### config.mk
export PLATFORM = sky130hd
export DESIGN_NAME = adc_result_serial_output
export DESIGN_NICKNAME = d
export VERILOG_FILES = /design/src/adc_serial_pkg.sv /design/src/decim_stage.sv /design/src/coef_mem.sv /design/src/adc_result_serial_output.sv
export SDC_FILE = /design/constraint.sdc
export NUM_CORES = 2
export LEC_CHECK = 0
export ABC_AREA = 1
export BUFFER_PORTS_ARGS = -buffer_cell sky130_fd_sc_hd__clkbuf_2
export CAP_MARGIN = 10
export CORE_ASPECT_RATIO = 1.2
export CORE_MARGIN = 3
export CORE_UTILIZATION = 40
export DETAILED_ROUTE_END_ITERATION = 8
export SETUP_SLACK_MARGIN = 0.1
export SLEW_MARGIN = 30
export SYNTH_ARGS = -nofsm -noshare
export SYNTH_HDL_FRONTEND = slang
export SYNTH_SLANG_ARGS = --single-unit
### constraint.sdc
create_clock -name clk_i -period 22.3 [get_ports clk_i]
set_input_delay 2.23 -clock clk_i [delete_from_list [all_inputs] [get_ports clk_i]]
set_output_delay 2.23 -clock clk_i [all_outputs]
set_load 0.01 [all_outputs]
### src/adc_serial_pkg.sv
/*
  Shared constants, bus carriers and default filter taps for the
  sigma-delta result path and its serial output port.
  Assumes a single 100 MHz clock; master clock is modelled as clk/2.
*/
// Operation
// - divide-by-1: internal tick and shift clock both run at master clock
// - divide-by-2: internal tick at half master; shift clock half or full per rate pin
// - ready output goes low for exactly one shift clock period per result
// - polarity 0: bits change on rising shift clock, host samples falling edge
// - a transfer spans 32 shift periods: 24 data bits then 7 status bits
// - status order: address 3 bits, valid, overrange, low power, filter ok
// - valid status bit set only when the word shifted out is valid
// - frame mark low 32 shift periods, starting after ready rises
// - data output released during last frame period, so 31 bits per result
// - decimate-32: frame pulses only for halve low and rate high, else low
// - half word latch output pulses after every 16 bit periods
// - modulator delivers one sample to the filter every internal tick
// - three filter stages in series, first decimates by fixed four
// - second stage decimates by 8, 16 or 32
// - third stage decimates by two with default or loaded taps, may be bypassed
// - four output rates, internal rate divided by total decimation
// - after restart valid waits twice filter delay plus computation delay
`default_nettype none
package adc_serial_pkg;
  localparam int DATA_W = 24;
  localparam int SAMPLE_W = 16;
  localparam int ACC_W = 32;
  localparam int WORD_W = 31;
  localparam int FRAME_LEN = 32;
  localparam int TAPS = 8;
  localparam int TAP_AW = 3;
  localparam int COEF_W = 8;
  localparam int COEF_FRAC = 7;
  localparam int MAC_W = 36;
  localparam logic [2:0] STAGE1_SHIFT = 3'h2;
  localparam logic [2:0] STAGE2_SHIFT_MIN = 3'h3;
  localparam logic [1:0] DEC_SEL_MAX = 2'h2;
  localparam logic [2:0] STAGE3_SHIFT = 3'h3;
  localparam logic [11:0] COMP_DELAY_TICKS = 12'h006;
  localparam logic [3:0] HALF_MARK = 4'hF;
  localparam logic [7:0] OFS_CTRL = 8'h00;
  localparam logic [7:0] OFS_STATUS = 8'h04;
  localparam logic [7:0] OFS_IRQ_STAT = 8'h08;
  localparam logic [7:0] OFS_IRQ_MASK = 8'h0C;
  localparam logic [7:0] OFS_RESULT = 8'h10;
  localparam logic [7:0] OFS_COEF = 8'h20;
  localparam logic [7:0] OFS_COEF_END = 8'h3C;
  localparam int CTRL_DEC_LSB = 0;
  localparam int CTRL_BYPASS = 2;
  localparam int CTRL_USER_COEF = 3;
  localparam int CTRL_LOW_POWER = 4;
  localparam int CTRL_ADR_LSB = 5;
  localparam int STAT_VALID = 0;
  localparam int STAT_OVERRANGE = 1;
  localparam int STAT_FILTER_OK = 2;
  localparam int STAT_BUSY = 3;
  localparam int IRQ_W = 3;
  localparam int IRQ_RESULT = 0;
  localparam int IRQ_OVERRANGE = 1;
  localparam int IRQ_VALID = 2;
  localparam logic [TAPS-1:0][COEF_W-1:0] DEF_COEF = {
    8'h06, 8'h0E, 8'h14, 8'h18, 8'h18, 8'h14, 8'h0E, 8'h06};
  typedef struct packed {
    logic cyc;
    logic stb;
    logic we;
    logic [7:0] adr;
    logic [3:0] sel;
    logic [31:0] dat;
  } wb_req_s;
  typedef struct packed {
    logic ack;
    logic [31:0] dat;
  } wb_rsp_s;
endpackage : adc_serial_pkg
`default_nettype wire

### src/decim_stage.sv
/*
  Accumulate-and-dump decimating stage (boxcar FIR), factor 2**shift.
  Assumes in_valid_i is a one-cycle strobe and shift_i is at most 7.
*/
`timescale 1ns/1ns
`default_nettype none
module decim_stage (
  input wire logic clk_i,
  input wire logic rst_i,
  input wire logic restart_i,
  input wire logic [2:0] shift_i,
  input wire logic in_valid_i,
  input wire logic [adc_serial_pkg::DATA_W-1:0] in_data_i,
  output var logic out_valid_o,
  output var logic [adc_serial_pkg::DATA_W-1:0] out_data_o
);
  import adc_serial_pkg::*;
  typedef struct packed {
    logic [ACC_W-1:0] acc;
    logic [7:0] cnt;
    logic v;
    logic [DATA_W-1:0] d;
  } stage_s;
  stage_s r, n;
  logic [7:0] last_cnt;
  logic [ACC_W-1:0] sum;

  always_comb begin
    n = r;
    n.v = 1'b0;
    last_cnt = (8'h01 << shift_i) - 8'h01;
    sum = r.acc + ACC_W'($signed(in_data_i));
    if (restart_i) begin
      n.acc = '0;
      n.cnt = '0;
    end else if (in_valid_i) begin
      if (r.cnt == last_cnt) begin
        // averaging keeps the word at full scale, no gain per stage
        n.d = sum[shift_i +: DATA_W];
        n.v = 1'b1;
        n.acc = '0;
        n.cnt = '0;
      end else begin
        n.acc = sum;
        n.cnt = r.cnt + 8'h01;
      end
    end
  end

  always_ff @(posedge clk_i) begin
    if (rst_i) r <= '0;
    else r <= n;
  end

  assign out_valid_o = r.v;
  assign out_data_o = r.d;
endmodule : decim_stage
`default_nettype wire

### src/coef_mem.sv
/*
  Small tap memory for the loadable third filter stage.
  Read data come out of a register one cycle after the address.
*/
`timescale 1ns/1ns
`default_nettype none
module coef_mem (
  input wire logic clk_i,
  input wire logic rst_i,
  input wire logic wr_en_i,
  input wire logic [adc_serial_pkg::TAP_AW-1:0] wr_addr_i,
  input wire logic [adc_serial_pkg::COEF_W-1:0] wr_data_i,
  input wire logic [adc_serial_pkg::TAP_AW-1:0] rd_addr_i,
  output var logic [adc_serial_pkg::COEF_W-1:0] rd_data_o
);
  import adc_serial_pkg::*;
  typedef struct packed {
    logic [TAPS-1:0][COEF_W-1:0] mem;
    logic [COEF_W-1:0] rd;
  } cmem_s;
  cmem_s r, n;

  always_comb begin
    n = r;
    if (wr_en_i) n.mem[wr_addr_i] = wr_data_i;
    n.rd = r.mem[rd_addr_i];
  end

  always_ff @(posedge clk_i) begin
    if (rst_i) r <= '0;
    else r <= n;
  end

  assign rd_data_o = r.rd;
endmodule : coef_mem
`default_nettype wire

### src/adc_result_serial_output.sv
/*
  Decimating filter chain and serial result port of a sigma-delta
  converter, with a classic Wishbone register slave and interrupt.
  Assumes strap pins are asynchronous; modulator samples are on clk_i.
*/
`timescale 1ns/1ns
`default_nettype none
module adc_result_serial_output (
  input wire logic clk_i,
  input wire logic rst_i,
  input wire adc_serial_pkg::wb_req_s wb_req_i,
  output var adc_serial_pkg::wb_rsp_s wb_rsp_o,
  output var logic irq_o,
  input wire logic [adc_serial_pkg::SAMPLE_W-1:0] mod_sample_i,
  output var logic mod_sample_take_o,
  input wire logic clock_halve_select_n_i,
  input wire logic shift_rate_select_i,
  input wire logic shift_edge_polarity_i,
  output var logic shift_clock_out_o,
  output var logic result_bit_out_o,
  output var logic result_bit_out_oe_o,
  output var logic result_ready_n_o,
  output var logic frame_mark_out_n_o,
  output var logic half_word_latch_out_o
);
  import adc_serial_pkg::*;
  typedef enum logic [1:0] {SER_IDLE, SER_READY, SER_FRAME} ser_e;
  typedef struct packed {
    logic [2:0] pin_meta;
    logic [2:0] pin_sync;
    logic [1:0] div_cnt;
    logic shift_clk;
    logic ack;
    logic [31:0] rdata;
    logic [1:0] dec_sel;
    logic bypass;
    logic user_coef;
    logic low_power;
    logic [2:0] dev_adr;
    logic coef_loaded;
    logic [IRQ_W-1:0] irq_stat;
    logic [IRQ_W-1:0] irq_mask;
    logic restart;
    logic [TAPS-1:0][DATA_W-1:0] hist;
    logic s2_odd;
    logic mac_busy;
    logic [3:0] mac_cnt;
    logic [MAC_W-1:0] mac_acc;
    logic [DATA_W-1:0] result;
    logic overrange;
    logic valid;
    logic [11:0] settle_cnt;
    logic [WORD_W-1:0] hold;
    logic pending;
    logic [WORD_W-1:0] shreg;
    ser_e ser;
    logic [4:0] bit_cnt;
    logic ready_n;
    logic frame_n;
    logic bit_out;
    logic bit_oe;
    logic latch;
  } state_s;
  state_s r, n;

  logic halve_n, rate_sel, edge_pol;
  logic internal_tick, fast_shift, shift_clk_nx, drive;
  logic hit, wr;
  logic [31:0] bmask, ctrl_cur, ctrl_new, rd;
  logic [2:0] d2_shift, tot_shift;
  logic s1_v, s2_v;
  logic [DATA_W-1:0] s1_d, s2_d;
  logic [TAP_AW-1:0] k;
  logic [COEF_W-1:0] coef, mem_rd;
  logic [MAC_W-1:0] mac_sum, scaled;
  logic [MAC_W-DATA_W:0] upper;
  logic new_res, ovr_now, filter_ok, cont_low, coef_wr;
  logic [DATA_W-1:0] res_data;
  logic [11:0] settle_target;
  logic [IRQ_W-1:0] events;
  logic [4:0] nb;

  // second flop only; the first stage is never read by logic
  assign halve_n = r.pin_sync[2];
  assign rate_sel = r.pin_sync[1];
  assign edge_pol = r.pin_sync[0];
  // master clock is clk/2; internal tick every 2 (x1) or 4 (x2) clocks
  assign internal_tick = halve_n ? r.div_cnt[0] : (r.div_cnt == 2'h3);
  assign fast_shift = halve_n | rate_sel;
  assign shift_clk_nx = fast_shift ? r.div_cnt[0] : r.div_cnt[1];
  assign drive = edge_pol ? (r.shift_clk & ~shift_clk_nx) : (~r.shift_clk & shift_clk_nx);
  assign hit = wb_req_i.cyc & wb_req_i.stb & ~r.ack;
  assign wr = hit & wb_req_i.we;
  assign bmask = {{8{wb_req_i.sel[3]}}, {8{wb_req_i.sel[2]}}, {8{wb_req_i.sel[1]}}, {8{wb_req_i.sel[0]}}};
  assign coef_wr = wr & wb_req_i.sel[0] & (wb_req_i.adr >= OFS_COEF) & (wb_req_i.adr <= OFS_COEF_END);
  assign d2_shift = STAGE2_SHIFT_MIN + 3'((r.dec_sel > DEC_SEL_MAX) ? DEC_SEL_MAX : r.dec_sel);
  assign tot_shift = STAGE1_SHIFT + d2_shift;
  assign filter_ok = ~r.user_coef | r.coef_loaded;
  // total decimation 32 leaves no idle shift period between frames, except with halve low and rate high
  assign cont_low = (tot_shift == STAGE1_SHIFT + STAGE2_SHIFT_MIN) & r.bypass
                    & ~(~halve_n & rate_sel);
  // twice the filter delay plus computation time, in internal ticks
  // shift amount widened to 4 bits: stage sum plus third stage reaches 10
  assign settle_target = (12'h001 << (r.bypass ? {1'b0, tot_shift} : {1'b0, tot_shift} + {1'b0, STAGE3_SHIFT}))
                         + COMP_DELAY_TICKS;
  assign k = TAP_AW'(r.mac_cnt - 4'h1);
  assign coef = r.user_coef ? mem_rd : DEF_COEF[k];
  assign mac_sum = r.mac_acc + MAC_W'($signed(r.hist[k]) * $signed(coef));
  assign scaled = MAC_W'($signed(mac_sum) >>> COEF_FRAC);
  assign upper = scaled[MAC_W-1:DATA_W-1];

  // modulator word enters stage one on every internal tick
  decim_stage u_stage1 (
    .clk_i(clk_i),
    .rst_i(rst_i),
    .restart_i(r.restart),
    .shift_i(STAGE1_SHIFT),
    .in_valid_i(internal_tick),
    .in_data_i({mod_sample_i, {(DATA_W-SAMPLE_W){1'b0}}}),
    .out_valid_o(s1_v),
    .out_data_o(s1_d)
  );

  decim_stage u_stage2 (
    .clk_i(clk_i),
    .rst_i(rst_i),
    .restart_i(r.restart),
    .shift_i(d2_shift),
    .in_valid_i(s1_v),
    .in_data_i(s1_d),
    .out_valid_o(s2_v),
    .out_data_o(s2_d)
  );

  coef_mem u_coef (
    .clk_i(clk_i),
    .rst_i(rst_i),
    .wr_en_i(coef_wr),
    .wr_addr_i(wb_req_i.adr[TAP_AW+1:2]),
    .wr_data_i(wb_req_i.dat[COEF_W-1:0]),
    .rd_addr_i(r.mac_cnt[TAP_AW-1:0]),
    .rd_data_o(mem_rd)
  );

  always_comb begin
    n = r;
    ctrl_cur = '0;
    ctrl_cur[CTRL_DEC_LSB +: 2] = r.dec_sel;
    ctrl_cur[CTRL_BYPASS] = r.bypass;
    ctrl_cur[CTRL_USER_COEF] = r.user_coef;
    ctrl_cur[CTRL_LOW_POWER] = r.low_power;
    ctrl_cur[CTRL_ADR_LSB +: 3] = r.dev_adr;
    ctrl_new = (ctrl_cur & ~bmask) | (wb_req_i.dat & bmask);
    rd = '0;
    new_res = 1'b0;
    ovr_now = 1'b0;
    res_data = r.result;
    nb = r.bit_cnt + 5'h01;
    n.pin_meta = {clock_halve_select_n_i, shift_rate_select_i, shift_edge_polarity_i};
    n.pin_sync = r.pin_meta;
    n.div_cnt = r.div_cnt + 2'h1;
    n.shift_clk = shift_clk_nx;
    n.ack = hit;
    n.restart = coef_wr;
    // a configuration write restarts the filter and its settling time
    if (wr && wb_req_i.adr == OFS_CTRL) begin
      n.dec_sel = ctrl_new[CTRL_DEC_LSB +: 2];
      n.bypass = ctrl_new[CTRL_BYPASS];
      n.user_coef = ctrl_new[CTRL_USER_COEF];
      n.low_power = ctrl_new[CTRL_LOW_POWER];
      n.dev_adr = ctrl_new[CTRL_ADR_LSB +: 3];
      n.restart = 1'b1;
    end
    if (wr && wb_req_i.adr == OFS_IRQ_MASK) n.irq_mask = ctrl_new[IRQ_W-1:0];
    if (coef_wr) n.coef_loaded = 1'b1;
    case (wb_req_i.adr)
      OFS_CTRL: rd = ctrl_cur;
      OFS_STATUS: begin
        rd[STAT_VALID] = r.valid;
        rd[STAT_OVERRANGE] = r.overrange;
        rd[STAT_FILTER_OK] = filter_ok;
        rd[STAT_BUSY] = r.ser != SER_IDLE;
      end
      OFS_IRQ_STAT: rd[IRQ_W-1:0] = r.irq_stat;
      OFS_IRQ_MASK: rd[IRQ_W-1:0] = r.irq_mask;
      OFS_RESULT: rd[DATA_W-1:0] = r.result;
      default: rd = '0;
    endcase
    n.rdata = hit ? rd : r.rdata;

    // third stage: keeps a tap history, computes every second word
    if (s2_v) begin
      n.hist = {r.hist[TAPS-2:0], s2_d};
      n.s2_odd = ~r.s2_odd;
      if (r.bypass) begin
        new_res = 1'b1;
        res_data = s2_d;
      end else if (r.s2_odd) begin
        n.mac_busy = 1'b1;
        n.mac_cnt = '0;
        n.mac_acc = '0;
      end
    end
    if (r.mac_busy) begin
      n.mac_cnt = r.mac_cnt + 4'h1;
      if (r.mac_cnt != 4'h0) n.mac_acc = mac_sum;
      if (r.mac_cnt == 4'(TAPS)) begin
        n.mac_busy = 1'b0;
        new_res = 1'b1;
        ovr_now = ~(&upper | ~|upper);
        res_data = ovr_now ? {scaled[MAC_W-1], {(DATA_W-1){~scaled[MAC_W-1]}}}
                           : scaled[DATA_W-1:0];
      end
    end
    if (r.restart) begin
      n.s2_odd = 1'b0;
      n.mac_busy = 1'b0;
      n.settle_cnt = '0;
    end else if (internal_tick && r.settle_cnt < settle_target) begin
      n.settle_cnt = r.settle_cnt + 12'h001;
    end
    n.valid = ~r.restart & (r.settle_cnt >= settle_target);
    if (new_res) begin
      n.result = res_data;
      n.overrange = ovr_now;
      n.hold = {res_data, r.dev_adr, r.valid, ovr_now, r.low_power, filter_ok};
    end

    // serial port: one ready period, then a 32-period frame
    n.latch = 1'b0;
    case (r.ser)
      SER_IDLE: begin
        if (drive && r.pending) begin
          n.ser = SER_READY;
          n.ready_n = 1'b0;
          n.shreg = r.hold;
          n.pending = 1'b0;
        end
      end
      SER_READY: begin
        if (drive) begin
          n.ser = SER_FRAME;
          n.ready_n = 1'b1;
          n.frame_n = 1'b0;
          n.bit_cnt = '0;
          n.bit_out = r.shreg[WORD_W-1];
          n.shreg = r.shreg << 1;
          n.bit_oe = 1'b1;
        end
      end
      SER_FRAME: begin
        n.latch = r.latch;
        if (drive) begin
          n.latch = 1'b0;
          if (r.bit_cnt == 5'(FRAME_LEN-1)) begin
            n.frame_n = 1'b1;
            n.bit_out = 1'b0;
            n.ser = SER_IDLE;
            if (r.pending) begin
              n.ser = SER_READY;
              n.ready_n = 1'b0;
              n.shreg = r.hold;
              n.pending = 1'b0;
            end
          end else begin
            n.bit_cnt = nb;
            n.bit_out = r.shreg[WORD_W-1];
            n.shreg = r.shreg << 1;
            n.bit_oe = nb != 5'(FRAME_LEN-1);
            n.latch = nb[3:0] == HALF_MARK;
          end
        end
      end
      default: n.ser = SER_IDLE;
    endcase
    if (new_res) n.pending = 1'b1;
    if (cont_low) n.frame_n = 1'b0;
    events = '0;
    events[IRQ_RESULT] = new_res;
    events[IRQ_OVERRANGE] = new_res & ovr_now;
    events[IRQ_VALID] = n.valid & ~r.valid;
    // a new event wins over a write-one-to-clear in the same cycle
    n.irq_stat = r.irq_stat & ~((wr && wb_req_i.adr == OFS_IRQ_STAT) ? ctrl_new[IRQ_W-1:0] : '0);
    n.irq_stat = n.irq_stat | events;
  end

  always_ff @(posedge clk_i) begin
    if (rst_i) begin
      r <= '0;
      r.ready_n <= 1'b1;
      r.frame_n <= 1'b1;
    end else begin
      r <= n;
    end
  end

  assign wb_rsp_o.ack = r.ack;
  assign wb_rsp_o.dat = r.rdata;
  assign irq_o = |(r.irq_stat & r.irq_mask);
  assign mod_sample_take_o = internal_tick;
  assign shift_clock_out_o = r.shift_clk;
  assign result_bit_out_o = r.bit_out;
  assign result_bit_out_oe_o = r.bit_oe;
  assign result_ready_n_o = r.ready_n;
  assign frame_mark_out_n_o = r.frame_n;
  assign half_word_latch_out_o = r.latch;
endmodule : adc_result_serial_output
`default_nettype wire

==> flow_summary.ini <==
[outcome]
outcome = finished, final reports clean

[synth]
synth.ff_latch_count = 548
synth_sequential_area_ratio = 0.309
post_synth_instance_area_sq_um = 35500
ranking_of_synthesized_cells_by_area = sky130_fd_sc_hd__dfxtp_1, sky130_fd_sc_hd__nand2_1, sky130_fd_sc_hd__fa_1, sky130_fd_sc_hd__nor2_1, sky130_fd_sc_hd__o21ai_0
post-synth-top-area-fraction = 0.309
synthesis.area_per_instance_sq_um = 6.85
synth-edff-count = 0
synthDistinctLibCells = 65
synth_top_cell_by_area = sky130_fd_sc_hd__dfxtp_1
ys_warn_count = 0
post_synth_inst_count = 5190
async_reset_ff_frac = 0
synth-main-ff-cell = sky130_fd_sc_hd__dfxtp_1

[timing]
final-hold-violation-count = 0
final.setup_skew_ns = 0.0254
shortest_clock_period_the_worst_path_allows_after_layout_ns = 11.25
timing.fmax_mhz = 88.9
setup_ws_ns = 11.05
grt_setup_unrepaired = false
finalSetupTns_ns = 0
report.final.setup_viol = 0
timing.max_slew.rel_slack = 0.358
slew_violations = 0
worst_pin_slew_ns = 0.962
timing.final.crit_share = 0.504

[floorplanning]
floorplan.core_area_sq_um = 87800
floorplan.io_pins = 109
fp.dieArea_sq_um = 92400
initial_utilization = 0.404
placement_rows = 119
die_width_um = 278
die_y_um = 332

[clock_network]
clock_transition_at_the_registers_of_the_reported_paths_ns = 0.07
postCtsResizedCells = 0
clock_latency_ns = 0.65
clock_sink_count = 548
h-tree-depth = 2
cts_root_buffer = sky130_fd_sc_hd__clkbuf_16
clock_tree_from_tritoncts = built
cts.hold.buffers_added = 0
cts_inserted_buffers = 56
clockBufferDepth = 3
post-cts-setup-buffer-count = 0

[detailed_routing]
met2RoutedLength_um = 47400
drtIter0Drc = 2184
finalWirelength_um = 98700
met3_wirelength_um = 3390
remaining_drc_errors = 0
drt-wirelength-per-cell_um = 15.7
drt-met1-wl_um = 43700
viasPerCell = 5.12
maxUsedRoutingLayer = met4
final_antenna_net_count = 0
dr.pass1.iters = 8
route.vias.total = 32267

[setup_path]
crit-reg2reg-launch = r[150]
path_max_fanout = 24
crit_path_start_kind = flop
crit_path_max_incr_delay_ns = 0.84
worst_setup_path_end_kind = flop
worst_path_dominant_cell_family = adder cells
crit_type = reg2reg
timing.critical_path.from = r[150]
cp_data_required_time_ns = 22.76
critical_path.slowest_cell = sky130_fd_sc_hd__dfxtp_1
cp.arrival_ns = 11.71
timing.critical_path.mode_cell = sky130_fd_sc_hd__inv_1
wp_buf_inv = 11

[pwr]
leakage_nw = 17.7
vdd_ir_max_mv = 0.0656
p_per_area_nw_per_um2 = 57.4

[layout]
nNetsFinal = 5485
ff_latch_area_sq_um = 11000
fill_cells = 9239
finish.utilization = 0.437
post_synthesis_to_final_layout_area_growth_pct = 8.10
antenna_cells = 0
multiInputGateArea_sq_um = 21000
layout_commonest_cell = sky130_fd_sc_hd__nand2_1
fin_area_sq_um = 38400
layout-drive-gt1-share = 0.0620
final_cell_mix = sky130_fd_sc_hd__nand2_1, sky130_fd_sc_hd__nor2_1, sky130_fd_sc_hd__inv_1
fin_cells = 6298

[global_routing]
grt_pass1_vias = 30548
globalRouteOverflowTotal = 0
grt_first_pass_wirelength_um = 161000
pin_count_of_the_biggest_net_entering_global_routing = 137
antenna_found_initial = 0
gr-usage-all-layers = 0.210

[place]
dpl.hpwl_um = 69500
globalplace.congestion = 0.937
dp.cells = 6192
placed_area_sq_um = 36500
placement.setup.worst_slack_ns = 11.18
io_buffer_count = 73

[hold_path]
holdCritPathClass = reg2reg
launch_instance_of_the_worst_min_delay_path = n[401]

[flow_run]
max-cap-violations = 0
==> synthesized netlist by cell type, types with 4 or more instances <==
| cell type | instances |
|---|---|
| sky130_fd_sc_hd__buf_2 | 8 |
| sky130_fd_sc_hd__fa_1 | 153 |
| sky130_fd_sc_hd__nor3_1 | 31 |
| sky130_fd_sc_hd__a211oi_1 | 5 |
| sky130_fd_sc_hd__o31ai_1 | 20 |
| sky130_fd_sc_hd__o21ai_0 | 516 |
| sky130_fd_sc_hd__clkbuf_1 | 199 |
| sky130_fd_sc_hd__o2111ai_1 | 8 |
| sky130_fd_sc_hd__nor2_4 | 4 |
| sky130_fd_sc_hd__a311oi_1 | 9 |
| sky130_fd_sc_hd__xor2_1 | 49 |
| sky130_fd_sc_hd__a21oi_2 | 21 |
| sky130_fd_sc_hd__buf_1 | 17 |
| sky130_fd_sc_hd__o21a_1 | 6 |
| sky130_fd_sc_hd__a21boi_0 | 5 |
| sky130_fd_sc_hd__nor2_1 | 796 |
| sky130_fd_sc_hd__nand2_2 | 20 |
| sky130_fd_sc_hd__or2_2 | 7 |
| sky130_fd_sc_hd__nor3b_1 | 4 |
| sky130_fd_sc_hd__nand3_1 | 177 |
| sky130_fd_sc_hd__dfxtp_1 | 548 |
| sky130_fd_sc_hd__nand4_1 | 21 |
| sky130_fd_sc_hd__buf_4 | 34 |
| sky130_fd_sc_hd__inv_1 | 608 |
| sky130_fd_sc_hd__o21ai_1 | 7 |
| sky130_fd_sc_hd__a221oi_1 | 5 |
| sky130_fd_sc_hd__a21oi_1 | 511 |
| sky130_fd_sc_hd__a21o_1 | 5 |
| sky130_fd_sc_hd__ha_1 | 162 |
| sky130_fd_sc_hd__o21bai_1 | 22 |
| sky130_fd_sc_hd__nand2_1 | 1056 |
| sky130_fd_sc_hd__nor2_2 | 7 |
| sky130_fd_sc_hd__nand3_2 | 14 |
| sky130_fd_sc_hd__o211ai_1 | 15 |
| sky130_fd_sc_hd__buf_6 | 7 |
| sky130_fd_sc_hd__a31oi_1 | 10 |
| sky130_fd_sc_hd__nor4_1 | 8 |
| sky130_fd_sc_hd__inv_2 | 10 |
| sky130_fd_sc_hd__o221ai_1 | 8 |
| sky130_fd_sc_hd__clkinv_1 | 8 |
| sky130_fd_sc_hd__xnor2_1 | 29 |
==> stage by stage <==
| stage | total power, W | hold WS [ns] |
|---|---|---|
| 3_5_place_dp | 0.00124 | 0.398 |
| 4_1_cts | 0.00223 | 0.407 |
| 3_3_place_gp | 0.00124 | 0.390 |
| 2_1_floorplan | 0.00120 | 0.388 |
| 5_1_grt | 0.00229 | 0.419 |
| 6_report | 0.00220 | 0.404 |
==> report_power, final <==
| group | total, W | leakage, nW | switching (W) | internal (W) |
|---|---|---|---|---|
| Sequential | 0.00102 | 4.43 | 0.0000152 | 0.00100 |
| Combinational | 0.000206 | 12.4 | 0.000141 | 0.0000652 |
| Clock | 0.000981 | 0.930 | 0.000428 | 0.000552 |
==> state kept, by name, summed over array words and instances, names as in the netlist <==
| signal | count |
|---|---|
| result_ready_n_o | 1 |
| u_stage1.out_valid_o | 1 |
| frame_mark_out_n_o | 1 |
| u_stage2.out_data_o | 24 |
| halve_n | 1 |
| u_stage2.out_valid_o | 1 |
| u_coef.rd_data_o | 8 |
| edge_pol | 1 |
| u_stage1.out_data_o | 18 |
| shift_clock_out_o | 1 |
| wb_rsp_o | 25 |
| u_stage1.r | 26 |
| half_word_latch_out_o | 1 |
| result_bit_out_oe_o | 1 |
| ctrl_cur | 8 |
| r | 328 |
| u_stage2.r | 34 |
| n | 3 |
| u_coef.r | 64 |
| result_bit_out_o | 1 |
==> final timing paths <==
kind	to	slack, ns	cells after the start
worst max-delay path	r[92]	11.05	46
worst max register to register	r[92]	11.05	46
worst min register to register	halve_n	0.40	2
worst min-delay path	halve_n	0.40	2
==> cell families (layout without fill, tap and decap cells) <==
kind of cell,after synthesis,count (layout),synth area share
and+or+nand+nor,2163,2163,0.247
AOI/OAI and AO/OA,1186,1186,0.180
buffers and inverters,898,845,0.102
DFF,548,548,0.309
adders and majority gates,315,315,0.143
xor gates and xnor gates,78,78,0.0192
other,2,14,0.000211
==> metal layers <==
metal | global-route usage | up-vias
met5 | 0 | -
met4 | 0.0848 | 0
met3 | 0.0188 | 153
met2 | 0.366 | 621
met1 | 0.268 | 15075
li1 | - | 16418
==> layout make-up <==
cell class,count,share of cell area
Sequential cell,548,0.286
Inverter,627,0.0617
Tap cell,1149,0.0374
Timing Repair Buffer,113,0.0179
Clock inverter,28,0.00801
Clock buffer,77,0.0417
Multi-Input combinational cell,3756,0.547
==> tightest hold or removal path: stages, from the launching register on <==
cell                      delay, ns
sky130_fd_sc_hd__dfxtp_1       0.30
sky130_fd_sc_hd__inv_1         0.04
sky130_fd_sc_hd__nor2_1        0.03
Note: power is estimated with default switching activity, not from simulation.
